### src/hdl/ubd_pkg.sv
package ubd_pkg;
  // ----------------------------------------
  // Register offsets
  // ----------------------------------------
  localparam logic [7:0] REG_TABLE_BASE = 8'h00;
  localparam logic [7:0] REG_CONFIG_ONE = 8'h01;
  localparam logic [7:0] REG_XFER_STATUS = 8'h02;
  localparam logic [7:0] REG_HOST_TOKEN = 8'h03;
  localparam logic [7:0] REG_STALL_FLAGS = 8'h04;
  localparam logic [7:0] REG_CONTROL = 8'h05;
  // ----------------------------------------
  // Field positions
  // ----------------------------------------
  localparam int OWNER_POS = 15;
  localparam int TOGGLE_POS = 14;
  localparam int PID_LSB = 10;
  localparam int TOGGLE_CHECK_POS = 11;
  localparam int STALL_EN_POS = 10;
  localparam int CFG_HOST_POS = 2;
  localparam int CTRL_PP_RESET_POS = 0;
  // ----------------------------------------
  // Widths and geometry
  // ----------------------------------------
  localparam int ADDR_W = 16;
  localparam int WORD_W = 16;
  localparam int COUNT_W = 10;
  localparam int INDEX_W = 6;
  localparam int NUM_EP = 16;
  localparam int TABLE_ALIGN_BITS = 9;
  localparam logic [ADDR_W-1:0] STATUS_WORD_OFS = 16'h0000;
  localparam logic [ADDR_W-1:0] ADDR_WORD_OFS = 16'h0002;
  // ----------------------------------------
  // Reset values
  // ----------------------------------------
  localparam logic [7:0] TABLE_BASE_RESET = 8'h00;
  localparam logic [2:0] CONFIG_RESET = 3'h0;
  localparam logic [7:0] HOST_TOKEN_RESET = 8'h00;
  // ----------------------------------------
  // Types
  // ----------------------------------------
  typedef enum logic [1:0] {
    PP_NONE = 2'b00,
    PP_EP0_OUT = 2'b01,
    PP_ALL = 2'b10,
    PP_ALL_BUT_EP0 = 2'b11
  } ubd_pp_mode_t;
  typedef enum logic [1:0] {
    RESP_ACK = 2'b00,
    RESP_NAK = 2'b01,
    RESP_STALL = 2'b10,
    RESP_DROP = 2'b11
  } ubd_resp_t;
  typedef enum logic [2:0] {
    ST_IDLE = 3'b000,
    ST_RD_STAT = 3'b001,
    ST_RD_ADDR = 3'b010,
    ST_RESP = 3'b011,
    ST_WAIT_DONE = 3'b100,
    ST_WR_STAT = 3'b101
  } ubd_state_t;
endpackage

### src/hdl/ubd_descriptor_engine.sv
// The implementer's own choices: the register offsets and the plain strobed port.
`timescale 1ns/1ns
module ubd_descriptor_engine
  import ubd_pkg::*;
(
  input wire logic core_clk,
  input wire logic srst,
  input wire logic [7:0] regAddr,
  input wire logic [ubd_pkg::WORD_W-1:0] regWdata,
  input wire logic regWr,
  input wire logic regRd,
  output logic [ubd_pkg::WORD_W-1:0] regRdata,
  input wire logic tokReq,
  input wire logic [3:0] tokEp,
  input wire logic tokTx,
  input wire logic [3:0] tokPid,
  input wire logic tokToggle,
  output logic respValid,
  output ubd_pkg::ubd_resp_t respCode,
  output logic [ubd_pkg::ADDR_W-1:0] respBufAddr,
  output logic [ubd_pkg::COUNT_W-1:0] respCount,
  output logic respToggle,
  input wire logic doneReq,
  input wire logic [ubd_pkg::COUNT_W-1:0] doneCount,
  input wire logic [3:0] donePid,
  output logic memReq,
  output logic memWe,
  output logic [ubd_pkg::ADDR_W-1:0] memAddr,
  output logic [ubd_pkg::WORD_W-1:0] memWdata,
  input wire logic memAck,
  input wire logic [ubd_pkg::WORD_W-1:0] memRdata,
  output logic hostTokenGo,
  output logic [3:0] hostTokenPid,
  output logic [3:0] hostTokenEp,
  output logic busy
);
  import ubd_pkg::*;

  // ----------------------------------------
  // Register file
  // ----------------------------------------
  logic [7:0] tableBasePointer;
  logic [2:0] moduleConfigOne;
  logic [NUM_EP-1:0] endpointStallFlag;
  logic [3:0] lastEndpointField;
  logic lastTx;
  logic lastOdd;
  logic ppFlush;

  wire wrTableBase = regWr && (regAddr == REG_TABLE_BASE);
  wire wrConfig = regWr && (regAddr == REG_CONFIG_ONE);
  wire wrHostToken = regWr && (regAddr == REG_HOST_TOKEN);
  wire wrStall = regWr && (regAddr == REG_STALL_FLAGS);
  wire wrControl = regWr && (regAddr == REG_CONTROL);
  wire hostMode = moduleConfigOne[CFG_HOST_POS];
  wire ubd_pp_mode_t ppMode = ubd_pp_mode_t'(moduleConfigOne[1:0]);
  wire [WORD_W-1:0] transferStatusReg = {8'h00, lastEndpointField, lastTx, lastOdd, 2'b00};

  wire [WORD_W-1:0] readMux =
    (regAddr == REG_TABLE_BASE) ? {8'h00, tableBasePointer} :
    (regAddr == REG_CONFIG_ONE) ? {13'h0000, moduleConfigOne} :
    (regAddr == REG_XFER_STATUS) ? transferStatusReg :
    (regAddr == REG_HOST_TOKEN) ? {8'h00, hostTokenPid, hostTokenEp} :
    (regAddr == REG_STALL_FLAGS) ? WORD_W'(endpointStallFlag) :
    {WORD_W{1'b0}};

  always_ff @(posedge core_clk) begin
    if (srst) begin
      tableBasePointer <= TABLE_BASE_RESET;
    end else if (wrTableBase) begin
      tableBasePointer <= regWdata[7:0];
    end
  end

  always_ff @(posedge core_clk) begin
    if (srst) begin
      moduleConfigOne <= CONFIG_RESET;
    end else if (wrConfig) begin
      moduleConfigOne <= regWdata[2:0];
    end
  end

  always_ff @(posedge core_clk) begin
    if (srst) begin
      hostTokenPid <= HOST_TOKEN_RESET[7:4];
      hostTokenEp <= HOST_TOKEN_RESET[3:0];
      hostTokenGo <= 1'b0;
    end else begin
      hostTokenGo <= wrHostToken;
      if (wrHostToken) begin
        hostTokenPid <= regWdata[7:4];
        hostTokenEp <= regWdata[3:0];
      end
    end
  end

  always_ff @(posedge core_clk) begin
    if (srst) begin
      ppFlush <= 1'b0;
    end else begin
      ppFlush <= wrControl && regWdata[CTRL_PP_RESET_POS];
    end
  end

  always_ff @(posedge core_clk) begin
    if (srst) begin
      regRdata <= {WORD_W{1'b0}};
    end else if (regRd) begin
      regRdata <= readMux;
    end else begin
      regRdata <= {WORD_W{1'b0}};
    end
  end

  // ----------------------------------------
  // Descriptor index and address
  // ----------------------------------------
  ubd_state_t state;
  ubd_state_t next_state;
  logic [3:0] curEp;
  logic curTx;
  logic [3:0] curPid;
  logic curToggle;
  logic [WORD_W-1:0] statusWord;
  logic [INDEX_W-1:0] descIndex;
  logic ppAble;
  logic [2*NUM_EP-1:0] oddBits;

  wire [3:0] mapEp = hostMode ? 4'h0 : (state == ST_IDLE) ? tokEp : curEp;
  wire [4:0] ppSel = {(state == ST_IDLE) ? tokTx : curTx, mapEp};
  wire curOdd = oddBits[ppSel];

  ubd_index_map u_map (
    .ppMode(ppMode),
    .ep(mapEp),
    .tx(ppSel[4]),
    .odd(curOdd),
    .index(descIndex),
    .ppAble(ppAble)
  );

  wire [ADDR_W-1:0] tableBase = {tableBasePointer[7:1], {TABLE_ALIGN_BITS{1'b0}}};
  wire [ADDR_W-1:0] descBase = tableBase + {8'h00, descIndex, 2'b00};
  wire [ADDR_W-1:0] statAddr = descBase + STATUS_WORD_OFS;
  wire [ADDR_W-1:0] bufWordAddr = descBase + ADDR_WORD_OFS;

  // ----------------------------------------
  // Descriptor decode
  // ----------------------------------------
  // shared owner bit
  wire ownedByModule = memRdata[OWNER_POS];
  wire stallHit = memRdata[STALL_EN_POS];
  wire toggleBad = memRdata[TOGGLE_CHECK_POS] && !curTx && (memRdata[TOGGLE_POS] != curToggle);
  wire statDone = (state == ST_RD_STAT) && memAck;
  wire addrDone = (state == ST_RD_ADDR) && memAck;
  wire wrDone = (state == ST_WR_STAT) && memAck;
  // status rewritten with PID and count
  wire [3:0] reportPid = hostMode ? donePid : curPid;
  wire [WORD_W-1:0] writeBack = {1'b0, curToggle, reportPid, doneCount};
  wire ubd_resp_t statVerdict = !ownedByModule ? RESP_NAK : stallHit ? RESP_STALL : toggleBad ? RESP_DROP : RESP_ACK;

  // ----------------------------------------
  // Transfer sequencer
  // ----------------------------------------
  always_comb begin
    next_state = state;
    case (state)
      ST_IDLE: begin
        if (tokReq) begin
          next_state = ST_RD_STAT;
        end
      end
      ST_RD_STAT: begin
        if (memAck) begin
          next_state = (statVerdict == RESP_ACK) ? ST_RD_ADDR : ST_RESP;
        end
      end
      ST_RD_ADDR: begin
        if (memAck) begin
          next_state = ST_RESP;
        end
      end
      ST_RESP: begin
        next_state = (respCode == RESP_ACK) ? ST_WAIT_DONE : ST_IDLE;
      end
      ST_WAIT_DONE: begin
        if (doneReq) begin
          next_state = ST_WR_STAT;
        end
      end
      ST_WR_STAT: begin
        if (memAck) begin
          next_state = ST_IDLE;
        end
      end
      default: begin
        next_state = ST_IDLE;
      end
    endcase
  end

  always_ff @(posedge core_clk) begin
    if (srst) begin
      state <= ST_IDLE;
    end else begin
      state <= next_state;
    end
  end

  always_ff @(posedge core_clk) begin
    if (srst) begin
      curEp <= 4'h0;
      curTx <= 1'b0;
      curPid <= 4'h0;
      curToggle <= 1'b0;
    end else if ((state == ST_IDLE) && tokReq) begin
      curEp <= tokEp;
      curTx <= tokTx;
      curPid <= tokPid;
      curToggle <= tokToggle;
    end
  end

  // ----------------------------------------
  // DMA master
  // ----------------------------------------
  // own port reads status
  always_ff @(posedge core_clk) begin
    if (srst) begin
      memReq <= 1'b0;
      memWe <= 1'b0;
      memAddr <= {ADDR_W{1'b0}};
      memWdata <= {WORD_W{1'b0}};
    end else if ((next_state == ST_RD_STAT) && (state != ST_RD_STAT)) begin
      memReq <= 1'b1;
      memWe <= 1'b0;
      memAddr <= statAddr;
    end else if ((next_state == ST_RD_ADDR) && (state != ST_RD_ADDR)) begin
      memReq <= 1'b1;
      memWe <= 1'b0;
      memAddr <= bufWordAddr;
    end else if ((next_state == ST_WR_STAT) && (state != ST_WR_STAT)) begin
      memReq <= 1'b1;
      memWe <= 1'b1;
      memAddr <= statAddr;
      memWdata <= writeBack;
    end else if (memAck) begin
      memReq <= 1'b0;
      memWe <= 1'b0;
    end
  end

  always_ff @(posedge core_clk) begin
    if (srst) begin
      statusWord <= {WORD_W{1'b0}};
      respCode <= RESP_ACK;
    end else if (statDone) begin
      statusWord <= memRdata;
      respCode <= statVerdict;
    end
  end

  always_ff @(posedge core_clk) begin
    if (srst) begin
      respBufAddr <= {ADDR_W{1'b0}};
    end else if (addrDone) begin
      respBufAddr <= memRdata;
    end
  end

  // ----------------------------------------
  // Answer to the serial engine
  // ----------------------------------------
  // count and toggle from status word
  always_ff @(posedge core_clk) begin
    if (srst) begin
      respValid <= 1'b0;
      respCount <= {COUNT_W{1'b0}};
      respToggle <= 1'b0;
    end else begin
      respValid <= (next_state == ST_RESP) && (state != ST_RESP);
      if (statDone) begin
        respCount <= memRdata[COUNT_W-1:0];
        respToggle <= memRdata[TOGGLE_POS];
      end
    end
  end

  always_ff @(posedge core_clk) begin
    if (srst) begin
      busy <= 1'b0;
    end else begin
      busy <= (next_state != ST_IDLE);
    end
  end

  // ----------------------------------------
  // Stall flags and transfer status
  // ----------------------------------------
  wire stallSet = statDone && (statVerdict == RESP_STALL);
  wire [NUM_EP-1:0] stallSetVec = stallSet ? (NUM_EP'(1) << mapEp) : {NUM_EP{1'b0}};
  wire [NUM_EP-1:0] stallClrVec = wrStall ? regWdata[NUM_EP-1:0] : {NUM_EP{1'b0}};

  // stall flag set wins over clear
  always_ff @(posedge core_clk) begin
    if (srst) begin
      endpointStallFlag <= {NUM_EP{1'b0}};
    end else begin
      endpointStallFlag <= (endpointStallFlag & ~stallClrVec) | stallSetVec;
    end
  end

  // source endpoint in status bits 7:4
  always_ff @(posedge core_clk) begin
    if (srst) begin
      lastEndpointField <= 4'h0;
      lastTx <= 1'b0;
      lastOdd <= 1'b0;
    end else if (wrDone) begin
      lastEndpointField <= curEp;
      lastTx <= curTx;
      lastOdd <= curOdd;
    end
  end

  // ----------------------------------------
  // Ping-pong pointers
  // ----------------------------------------
  ubd_ping_pong #(
    .NUM_EPS(NUM_EP)
  ) u_pp (
    .core_clk(core_clk),
    .srst(srst),
    .flush(ppFlush),
    .flip(wrDone && ppAble),
    .flipSel(ppSel),
    .oddBits(oddBits)
  );
endmodule

### src/hdl/ubd_index_map.sv
`timescale 1ns/1ns
module ubd_index_map
  import ubd_pkg::*;
(
  input wire ubd_pkg::ubd_pp_mode_t ppMode,
  input wire logic [3:0] ep,
  input wire logic tx,
  input wire logic odd,
  output logic [ubd_pkg::INDEX_W-1:0] index,
  output logic ppAble
);
  // ----------------------------------------
  // Per-mode descriptor index
  // ----------------------------------------
  wire epZero = (ep == 4'h0);
  wire [INDEX_W-1:0] idxMode0 = {1'b0, ep, tx};
  wire [INDEX_W-1:0] idxMode1 = epZero ? (tx ? 6'h02 : {5'h00, odd}) : ({1'b0, ep, 1'b1} + {5'h00, tx});
  wire [INDEX_W-1:0] idxMode2 = {ep, tx, odd};
  wire [INDEX_W-1:0] idxMode3 = epZero ? {5'h00, tx} : ({ep, tx, odd} - 6'h02);
  assign index = (ppMode == PP_NONE) ? idxMode0 :
                 (ppMode == PP_EP0_OUT) ? idxMode1 :
                 (ppMode == PP_ALL) ? idxMode2 : idxMode3;
  assign ppAble = (ppMode == PP_ALL) || ((ppMode == PP_EP0_OUT) && epZero && !tx) ||
                  ((ppMode == PP_ALL_BUT_EP0) && !epZero);
endmodule

### src/hdl/ubd_ping_pong.sv
`timescale 1ns/1ns
module ubd_ping_pong
  import ubd_pkg::*;
#(
  parameter int NUM_EPS = ubd_pkg::NUM_EP
)
(
  input wire logic core_clk,
  input wire logic srst,
  input wire logic flush,
  input wire logic flip,
  input wire logic [4:0] flipSel,
  output logic [2*NUM_EPS-1:0] oddBits
);
  // ----------------------------------------
  // Even/odd pointer per endpoint direction
  // ----------------------------------------
  if (NUM_EPS < 1 || NUM_EPS > 16) begin : g_check
    $error("ubd_ping_pong: NUM_EPS must be 1 to 16");
  end
  for (genvar i = 0; i < 2 * NUM_EPS; i++) begin : g_bit
    always_ff @(posedge core_clk) begin
      if (srst || flush) begin
        oddBits[i] <= 1'b0;
      end else if (flip && (flipSel == 5'(i))) begin
        oddBits[i] <= ~oddBits[i];
      end
    end
  end
endmodule

### config.mk
export PLATFORM = sky130hd
export DESIGN_NAME = ubd_descriptor_engine
export DESIGN_NICKNAME = d
export VERILOG_FILES = /design/src/hdl/ubd_pkg.sv /design/src/hdl/ubd_descriptor_engine.sv /design/src/hdl/ubd_index_map.sv /design/src/hdl/ubd_ping_pong.sv
export SDC_FILE = /design/constraint.sdc
export NUM_CORES = 1
export LEC_CHECK = 0
export ABC_CLOCK_PERIOD_IN_PS = 2650
export BUFFER_PORTS_ARGS = -buffer_cell sky130_fd_sc_hd__buf_2
export CAP_MARGIN = 20
export CORE_MARGIN = 3
export CORE_UTILIZATION = 49
export DETAILED_ROUTE_END_ITERATION = 8
export GPL_TIMING_DRIVEN = 0
export PLACE_DENSITY_LB_ADDON = 0.05
export SYNTH_ARGS = -nofsm -noshare
export SYNTH_HDL_FRONTEND = slang
export SYNTH_SLANG_ARGS = --single-unit
### constraint.sdc
create_clock -name core_clk -period 2.65 [get_ports core_clk]
set_clock_uncertainty 0.1 [all_clocks]
set_input_delay 0.53 -clock core_clk [delete_from_list [all_inputs] [get_ports core_clk]]
set_output_delay 0.53 -clock core_clk [all_outputs]
set_load 0.1 [all_outputs]
==> impl_metrics.env, run 1 <==
export IMPL_area_growth_pct=29.8
export IMPL_fillers=1263
export IMPL_final_seq_area_sq_mm=0.00332
export IMPL_dp_hpwl_mm=15.8
export IMPL_gr_total_overflow=0
export IMPL_total_power_mw=6.65
export IMPL_die_area_sq_mm=0.0166
export IMPL_ys_types=68
export IMPL_total_of_max_cap_violations=0
export IMPL_floorplan_initialDensity=0.505
export IMPL_antenna_diode_count=0
export IMPL_worstSetupPathType="flop to flop"
export IMPL_slew_headroom=0.423
export IMPL_cts_sinks=166
export IMPL_first_pass_iters=5
export IMPL_reg2reg_setup_slack_ps=4
export IMPL_count_of_flip_flops_with_a_built_in_enable_after_synthesis=0
export IMPL_critPathRequiredTime_ps=2890
export IMPL_cts_path_max_buffers=2
export IMPL_max_freq_mhz=378
export IMPL_timing_hold_violations_final=0
export IMPL_cp_end_kind="flop"
export IMPL_layout_min_cycle_time_ps=2650
export IMPL_timing_reg2reg_worst_path_depth=10
export IMPL_tns_ps=0
export IMPL_detail_route_wirelength_mm=22.6
export IMPL_final_max_slew_viol_count=0
export IMPL_syn_inst=907
export IMPL_instances_no_fill=1311
export IMPL_hold_path_depth=3
export IMPL_cts_hold_fix_buffers=0
export IMPL_multi_input_comb_area_sq_mm=0.00397
export IMPL_netlist_top_cell_by_area="dfxtp_1"
export IMPL_yosys_most_used_dff="dfxtp_1"
export IMPL_cts_made_buffers=17
export IMPL_overall_die_width_microns=129
export IMPL_detail_route_vias_per_cell=5.57
export IMPL_die_h_microns=129
export IMPL_detail_route_drc_violations=0
export IMPL_io_pin_count=161
export IMPL_synth_area_leaders="dfxtp_1 (45%), nand2_1 (9.3%), a21oi_1 (6.6%)"
export IMPL_layout_drive_gt1_share=0.260
export IMPL_tritoncts_clock_tree="yes"
export IMPL_netlist_top_cells_count="nand2_1 (184), dfxtp_1 (166), nor2_1 (101)"
export IMPL_syn_area_sq_mm=0.00740
export IMPL_critical_path_arrival_ps=2890
export IMPL_min_from="doneCount[4]"
export IMPL_synth_seq_cells=166
export IMPL_cellLeakagePower_nw=3.76
export IMPL_clock_h_tree_levels=4
export IMPL_cts_root_buf="clkbuf_16"
export IMPL_grt_pass1_wl_mm=33.9
export IMPL_gpl_final_weighted_congestion=0.928
export IMPL_tightestPinTransition_ps=862
export IMPL_asyncSetResetFlopFracSynth=0
export IMPL_first_global_vias=6367
export IMPL_number_of_antenna_violations_at_the_first_check_in_global_routing=0
export IMPL_rr_startpoint="state[1]$_SDFF_PP0_"
export IMPL_final_period_utilization=0.998
export IMPL_yosysWarnings=0
export IMPL_syn_area_per_cell_sq_um=8.16
export IMPL_routedWlPerCell_microns=17.3
export IMPL_finish_net_count=1188
export IMPL_max_vdd_ir_drop_mv=0.550
export IMPL_placement_io_buffers=156
export IMPL_run_status="complete, no violations"
export IMPL_antenna_violating_nets_post_route=0
export IMPL_cp_start_kind="flop"
export IMPL_worstSetupStartpoint="state[1]$_SDFF_PP0_"
export IMPL_standard_cell_rows=44
export IMPL_clk_latency_ps=430
export IMPL_min_delay_path_class="input pin to flop"
export IMPL_num_vias=7304
export IMPL_final_hold_worst_slack_ps=236
export IMPL_yosysMostFrequentCell="nand2_1"
export IMPL_powerDensity_mw_per_mm2=692
export IMPL_ys_seq_area_frac=0.449
export IMPL_global_route_usage_total=0.259
export IMPL_floorplan_core_area_sq_mm=0.0146
export IMPL_yosysTopAreaCellShare=0.449
export IMPL_drt_iter0_drc=560
export IMPL_setup_viol=0
export IMPL_crit_path_max_fanout=9
export IMPL_rsz0062_at_grt="yes"
export IMPL_grt_max_degree=17
export IMPL_worst_setup_hold_path_clk_slew_ps=70
export IMPL_placedCellCount=1250
[state kept, by name, summed over array words and instances (netlist names), 4 cells and up]
register           flops
u_pp.oddBits          32
respCount             10
hostTokenPid           4
respBufAddr           16
curEp                  4
curPid                 4
hostTokenEp            4
endpointStallFlag     16
memWdata              15
lastEndpointField      4
tableBasePointer       8
memAddr               14
regRdata              16
[stage by stage]
stage / util / area (sq um) / worst slack, ps
finish: 0.656 / 9610 / 4.04
detailed placement: 0.576 / 8440 / -453
CTS: 0.630 / 9230 / 2.04
global route: 0.656 / 9610 / -80.1
floorplan: - / 7410 / 140
global placement: 0.575 / 8420 / -478
[where the power goes]
part,total (mW),internal (mW),switching [mW]
combinational,1.22,0.357,0.861
sequential,2.58,2.55,0.0357
clock,2.85,1.82,1.03
[logic make-up after synthesis]
family	share of synthesized area
and+or+nand+nor	0.255
other	0.000507
xor gates and xnor gates	0.0247
DFF	0.449
AOI/OAI and AO/OA	0.177
adders and majority gates	0.00338
muxes	0.0487
buffers and inverters	0.0421
[final timing paths]
| kind | end |
|---|---|
| min reg2reg | memWdata[4]$_SDFFE_PP0P_ |
| min | memWdata[4]$_SDFFE_PP0P_ |
| max reg2reg | u_pp.oddBits[25]$_SDFFE_PP0P_ |
| max | u_pp.oddBits[25]$_SDFFE_PP0P_ |
[layout by cell type, fill, tap and decap left out, types with 13 or more instances in the layout]
cell,synthesis,routed
buf_2,6,162
nand2_1,184,183
a21oi_1,97,90
clkbuf_1,47,39
o21ai_0,29,26
mux2i_1,27,27
nor2_1,101,97
clkbuf_16,0,18
nor3_1,21,21
nand3_1,15,15
dfxtp_1,166,166
a32oi_1,20,19
xnor2_1,17,17
or3_1,18,13
buf_4,3,31
[metal layers]
layer / vias up / global-route usage / part of all wire
li1: 3568 / - / -
met1: 3453 / 0.362 / 0.44
met2: 248 / 0.402 / 0.47
met3: 35 / 0.0581 / 0.064
met4: 0 / 0.0760 / 0.020
met5: - / 0 / 0
[layout make-up]
type                            instances  area share
Clock buffer                           20      0.0475
Sequential cell                       166       0.346
Multi-Input combinational cell        671       0.413
Timing Repair Buffer                  188       0.109
Buffer                                 61      0.0329
Inverter                               10     0.00417
Clock inverter                         11      0.0230
Tap cell                              184      0.0240
[worst max-delay path: stages, from the launching register on]
cell and delay [ps]:
dfxtp_1 310, buf_6 130, nor3_4 240, buf_4 170, mux2_4 300, buf_8 140
o2111ai_4 170, nand4_4 240, buf_6 220, or3_4 360, a21oi_2 170
[timing repair]
action / CTS / global route
buffers inserted: 7 / 21
gates cloned: 0 / 2
resized for setup: 19 / 59
endpoints found under the setup margin: 50 / 52
pin swaps: 3 / 21
Power figures use the tool's default switching activity.
==> run 2, diff against run 1 <==
--- a/config.mk
+++ b/config.mk
@@ -5,6 +5,7 @@
 export SDC_FILE = /design/constraint.sdc
 export NUM_CORES = 1
 export LEC_CHECK = 0
+export ABC_AREA = 0
 export ABC_CLOCK_PERIOD_IN_PS = 2650
 export BUFFER_PORTS_ARGS = -buffer_cell sky130_fd_sc_hd__buf_2
 export CAP_MARGIN = 20
@@ -12,6 +13,7 @@
 export CORE_UTILIZATION = 49
 export DETAILED_ROUTE_END_ITERATION = 8
 export GPL_TIMING_DRIVEN = 0
+export MAX_ROUTING_LAYER = met4
 export PLACE_DENSITY_LB_ADDON = 0.05
 export SYNTH_ARGS = -nofsm -noshare
 export SYNTH_HDL_FRONTEND = slang
==> impl_metrics.env, run 2 (same netlist as run 1, synthesis figures left out) <==
export IMPL_run_status="complete, no violations"
export IMPL_worst_setup_hold_path_clk_slew_ps=60
export IMPL_first_pass_iters=6
export IMPL_tritoncts_clock_tree="yes"
export IMPL_global_route_usage_total=0.265
export IMPL_final_util=0.640
export IMPL_dp_hpwl_mm=15.8
export IMPL_die_area_sq_mm=0.0166
export IMPL_overall_die_width_microns=129
export IMPL_layout_commonest_cell="nand2_1"
export IMPL_design_area_sq_mm=0.00938
export IMPL_grt_max_degree=17
export IMPL_standard_cell_rows=44
export IMPL_floorplan_initialDensity=0.505
export IMPL_finish_net_count=1175
export IMPL_register_ranked_first_by_flip_flop_count="u_pp.oddBits"
export IMPL_clk_latency_ps=430
export IMPL_crit_path_max_fanout=8
export IMPL_reg2reg_setup_slack_ps=90
export IMPL_final_max_slew_viol_count=0
export IMPL_io_pin_count=161
export IMPL_first_global_vias=6362
export IMPL_placedCellCount=1250
export IMPL_total_of_max_cap_violations=0
export IMPL_detail_route_drc_violations=0
export IMPL_fillers=1314
export IMPL_detail_route_vias_per_cell=5.55
export IMPL_gr_total_overflow=0
export IMPL_final_hold_worst_slack_ps=227
export IMPL_drt_iter0_drc=501
export IMPL_worstSetupPathType="flop to flop"
export IMPL_grt_pass1_wl_mm=33.6
export IMPL_number_of_antenna_violations_at_the_first_check_in_global_routing=0
export IMPL_largest_register_ff_count=32
export IMPL_cts_path_max_buffers=2
export IMPL_max_freq_mhz=391
export IMPL_critical_path_arrival_ps=2810
export IMPL_cellLeakagePower_nw=3.63
export IMPL_placement_io_buffers=156
export IMPL_min_delay_path_class="input pin to flop"
export IMPL_die_h_microns=129
export IMPL_tns_ps=0
export IMPL_cts_made_buffers=17
export IMPL_most_common_layout_cells="nand2_1 (184), buf_2 (163), dfxtp_1 (163)"
export IMPL_rsz0062_at_grt="yes"
export IMPL_instances_no_fill=1299
export IMPL_critPathRequiredTime_ps=2910
export IMPL_layout_drive_gt1_share=0.239
export IMPL_cts_root_buf="clkbuf_16"
export IMPL_timing_hold_violations_final=0
export IMPL_routedWlPerCell_microns=17.1
export IMPL_cp_start_kind="flop"
export IMPL_gpl_final_weighted_congestion=0.931
export IMPL_setup_viol=0
export IMPL_antenna_violating_nets_post_route=0
export IMPL_max_vdd_ir_drop_mv=0.499
export IMPL_antenna_diode_count=0
export IMPL_slew_headroom=0.417
export IMPL_powerDensity_mw_per_mm2=683
export IMPL_placed_cell_area_sq_mm=0.00844
export IMPL_num_vias=7213
export IMPL_total_power_mw=6.41
export IMPL_tightestPinTransition_ps=871
export IMPL_detail_route_wirelength_mm=22.2
export IMPL_final_period_utilization=0.966
export IMPL_layout_min_cycle_time_ps=2560
export IMPL_cp_end_kind="flop"
export IMPL_cts_hold_fix_buffers=0
export IMPL_area_growth_pct=26.7
export IMPL_floorplan_core_area_sq_mm=0.0146
export IMPL_cts_sinks=166
export IMPL_dp_slack_ps=-481
export IMPL_layout_setup_ws_ps=90.5
export IMPL_clock_h_tree_levels=4
## run 2: what timing repair did
item | in CTS | in global routing
endpoints found under the hold margin | 0 | 0
buffers inserted | 6 | 9
pin swaps | 2 | 6
gates resized for setup | 15 | 26
cloned | 1 | 1
setup endpoints to repair | 50 | 55
## run 2: where the power goes
part / internal, mW / switching (mW)
combinational: 0.319 / 0.838
clock: 1.63 / 1.03
sequential: 2.55 / 0.0369
total: 4.50 / 1.91
## run 2: metal layers
| layer | share of wire | global-route usage | vias to the layer above | routed length [microns] |
|---|---|---|---|---|
| met4 | 0.021 | 0.0859 | 0 | 459 |
| met1 | 0.44 | 0.352 | 3367 | 9850 |
| met5 | 0 | - | - | 0 |
| met2 | 0.47 | 0.410 | 251 | 10400 |
| li1 | - | - | 3551 | - |
| met3 | 0.065 | 0.0465 | 44 | 1440 |
## run 2: worst max-delay path, stage by stage (launching register included)
cell and delay [ps]:
dfxtp_2 320, buf_6 130, or4b_1 580, a21o_1 320, nor3_4 320, nand2_1 210, or3_1 360, a21oi_1 150
## run 2: final timing paths
path	startpoint	to	cells past startpoint
worst min-delay path	doneCount[9]	memWdata[9]$_SDFFE_PP0P_	3
worst min register to register	memAddr[13]$_SDFFE_PP0P_	memAddr[13]$_SDFFE_PP0P_	2
worst max-delay path	state[1]$_SDFF_PP0_	u_pp.oddBits[31]$_SDFFE_PP0P_	7
worst max register to register	state[1]$_SDFF_PP0_	u_pp.oddBits[31]$_SDFFE_PP0P_	7
## run 2: cell type report
type / instances / area, sq um / share of cell area
buffer: 61 / 288 / 0.0307
clock buffer: 21 / 460 / 0.0491
clock inverter: 11 / 170 / 0.0181
inverter: 10 / 37.5 / 0.00400
multi-input combinational: 672 / 3900 / 0.416
sequential: 166 / 3330 / 0.355
tap: 184 / 230 / 0.0245
timing repair buffer: 174 / 962 / 0.103
==> run 3, diff against run 2 <==
--- a/config.mk
+++ b/config.mk
@@ -15,6 +15,8 @@
 export GPL_TIMING_DRIVEN = 0
 export MAX_ROUTING_LAYER = met4
 export PLACE_DENSITY_LB_ADDON = 0.05
+export SLEW_MARGIN = 5
 export SYNTH_ARGS = -nofsm -noshare
 export SYNTH_HDL_FRONTEND = slang
+export SYNTH_HIERARCHICAL = 1
 export SYNTH_SLANG_ARGS = --single-unit
==> impl_metrics.env, run 3 <==
export IMPL_layout_drive_gt1_share=0.291
export IMPL_drt_iter0_drc=586
export IMPL_area_growth_pct=33.0
export IMPL_cts_sinks=166
export IMPL_tightestPinTransition_ps=1090
export IMPL_layout_commonest_cell="dfxtp_1"
export IMPL_num_vias=7148
export IMPL_max_vdd_ir_drop_mv=0.559
export IMPL_setup_worst_path_end="u_pp/oddBits[12]$_SDFFE_PP0P_"
export IMPL_cp_start_kind="flop"
export IMPL_yosys_most_used_dff="dfxtp_1"
export IMPL_detailroute_wirelength_met3_mm=1.60
export IMPL_cellLeakagePower_nw=4.01
export IMPL_detail_route_wirelength_mm=22.3
export IMPL_count_of_flip_flops_with_a_built_in_enable_after_synthesis=0
export IMPL_number_of_antenna_violations_at_the_first_check_in_global_routing=2
export IMPL_tns_ps=-32100
export IMPL_dp_slack_ps=-1810
export IMPL_rsz0062_at_grt="yes"
export IMPL_first_global_vias=6283
export IMPL_final_util=0.680
export IMPL_layout_min_cycle_time_ps=3730
export IMPL_finish_net_count=1153
export IMPL_placed_cell_area_sq_mm=0.00828
export IMPL_tritoncts_clock_tree="yes"
export IMPL_clock_h_tree_levels=4
export IMPL_floorplan_initialDensity=0.511
export IMPL_io_pin_count=161
export IMPL_cts_hold_fix_buffers=0
export IMPL_routedWlPerCell_microns=17.5
export IMPL_final_max_slew_viol_count=0
export IMPL_design_area_sq_mm=0.00962
export IMPL_dp_hpwl_mm=14.7
export IMPL_standard_cell_rows=43
export IMPL_syn_area_sq_mm=0.00723
export IMPL_global_route_usage_total=0.263
export IMPL_worstSetupStartpoint="state[2]$_SDFF_PP0_"
export IMPL_largest_register_ff_count=32
export IMPL_timing_hold_violations_final=0
export IMPL_setup_viol=39
export IMPL_powerDensity_mw_per_mm2=657
export IMPL_crit_path_max_fanout=8
export IMPL_max_freq_mhz=268
export IMPL_critical_path_arrival_ps=3990
export IMPL_final_period_utilization=1.41
export IMPL_register_ranked_first_by_flip_flop_count="u_pp/oddBits"
export IMPL_total_power_mw=6.31
export IMPL_critPathRequiredTime_ps=2910
export IMPL_reg2reg_setup_slack_ps=-1080
export IMPL_grt_max_degree=17
export IMPL_instances_no_fill=1275
export IMPL_netlist_top_cells_count="dfxtp_1 (166), nand2_1 (116), nor2_1 (98)"
export IMPL_die_h_microns=127
export IMPL_slew_headroom=0.266
export IMPL_overall_die_width_microns=127
export IMPL_gr_total_overflow=0
export IMPL_yosysTopAreaCellShare=0.460
export IMPL_gpl_final_weighted_congestion=0.876
export IMPL_clk_latency_ps=420
export IMPL_die_area_sq_mm=0.0162
export IMPL_floorplan_core_area_sq_mm=0.0141
export IMPL_worst_r2r_endpoint="u_pp/oddBits[12]$_SDFFE_PP0P_"
export IMPL_dr_wl_met2_mm=10.5
export IMPL_total_of_max_cap_violations=0
export IMPL_cts_made_buffers=17
export IMPL_layout_setup_ws_ps=-1080
export IMPL_asyncSetResetFlopFracSynth=0
export IMPL_cp_end_kind="flop"
export IMPL_yosysMostFrequentCell="dfxtp_1"
export IMPL_synth_seq_cells=166
export IMPL_placement_io_buffers=155
export IMPL_timing_reg2reg_worst_path_depth=16
export IMPL_worst_setup_hold_path_clk_slew_ps=60
export IMPL_first_pass_iters=5
export IMPL_grt_pass1_wl_mm=32.9
export IMPL_syn_inst=850
export IMPL_dr_max_layer_used="met4"
export IMPL_placedCellCount=1188
export IMPL_antenna_violating_nets_post_route=0
export IMPL_ys_seq_area_frac=0.460
export IMPL_min_delay_path_class="input pin to flop"
export IMPL_syn_area_per_cell_sq_um=8.51
export IMPL_cts_path_max_buffers=2
export IMPL_final_hold_worst_slack_ps=233
export IMPL_drt_met1_wl_mm=9.63
export IMPL_detail_route_drc_violations=0
export IMPL_run_status="complete, but fails checks"
export IMPL_synth_area_leaders="dfxtp_1 (46%), mux2i_1 (8.0%), a21oi_1 (6.2%)"
export IMPL_rr_startpoint="state[2]$_SDFF_PP0_"
export IMPL_worstSetupPathType="flop to flop"
export IMPL_ys_types=64
export IMPL_netlist_top_cell_by_area="dfxtp_1"
export IMPL_cts_root_buf="clkbuf_16"
export IMPL_most_common_layout_cells="dfxtp_1 (163), buf_2 (159), nand2_1 (116)"
export IMPL_hold_path_depth=3
export IMPL_detail_route_vias_per_cell=5.61
export IMPL_yosysWarnings=6
export IMPL_failing_checks="setup timing"
-- run 3: cell types whose count changed after synthesis, sizes merged, moves of 5 or more --
cell,change
a211oi,-6
a21oi,-7
a221oi,+8
a22oi,+22
a32oi,-19
buf,+5
clkbuf,-11
mux2i,+30
nand2,-68
nor2,-7
nor3,-22
o21ai,+20
or3,+14
xnor2,-16
-- run 3: worst min-delay path by stage --
stage	slack, ps	end	start
floorplan	330	regRdata[11]$_SDFF_PP0_	endpointStallFlag[11]$_SDFF_PP0_
global placement	340	regRdata[10]$_SDFF_PP0_	endpointStallFlag[10]$_SDFF_PP0_
detailed placement	340	regRdata[8]$_SDFF_PP0_	endpointStallFlag[8]$_SDFF_PP0_
CTS	230	memWdata[1]$_SDFFE_PP0P_	doneCount[1]
global route	240	curPid[2]$_SDFFE_PP0P_	tokPid[2]
finish	230	memWdata[2]$_SDFFE_PP0P_	doneCount[2]
-- run 3: worst max-delay path: stages, from the launching register on --
cell,delay (ps)
dfxtp_2,340
nor3_4,300
buf_6,180
mux2i_1,170
or2_0,120
buf_4,140
clkinvlp_4,100
or4_4,510
nor2_4,100
nor2_1,50
a31oi_1,170
inv_1,60
nor2_1,120
buf_4,160
or4b_4,520
or3_1,390
a21oi_1,130
-- run 3: layer usage --
layer  track usage  vias up
met5             -        -
met4        0.0890        0
met3        0.0631       38
met2         0.405      281
met1         0.341     3376
li1              -     3453
-- run 3: power breakdown --
group          internal [mW]  leakage [nW]  switching (mW)  total, mW
clock                   1.35         0.259            1.04       2.39
sequential              2.55          1.34          0.0331       2.58
combinational          0.481          2.41           0.859       1.34
total                   4.38          4.01            1.93       6.31
-- run 3: timing repair --
action | in CTS | in global routing
pin swaps | 16 | 25
setup buffers | 30 | 26
cloned | 1 | 0
resized for setup | 35 | 52
endpoints found under the setup margin | 45 | 54
-- run 3: layout make-up --
class / count / area (sq um)
Antenna cell: 2 / 5.00
Sequential cell: 166 / 3330
Inverter: 11 / 52.6
Timing Repair Buffer: 210 / 1250
Fill cell: 1165 / 4530
Multi-Input combinational cell: 620 / 3900
Buffer: 54 / 269
Clock buffer: 20 / 457
Tap cell: 180 / 225
Clock inverter: 12 / 120
-- run 3: logic make-up after synthesis --
group / synth area share
simple gates: 0.227
buf+inv: 0.0408
other cells: 0.000519
fa+ha+maj: 0.00346
xor+xnor: 0.00242
flops: 0.460
compound gates: 0.169
mux: 0.0974
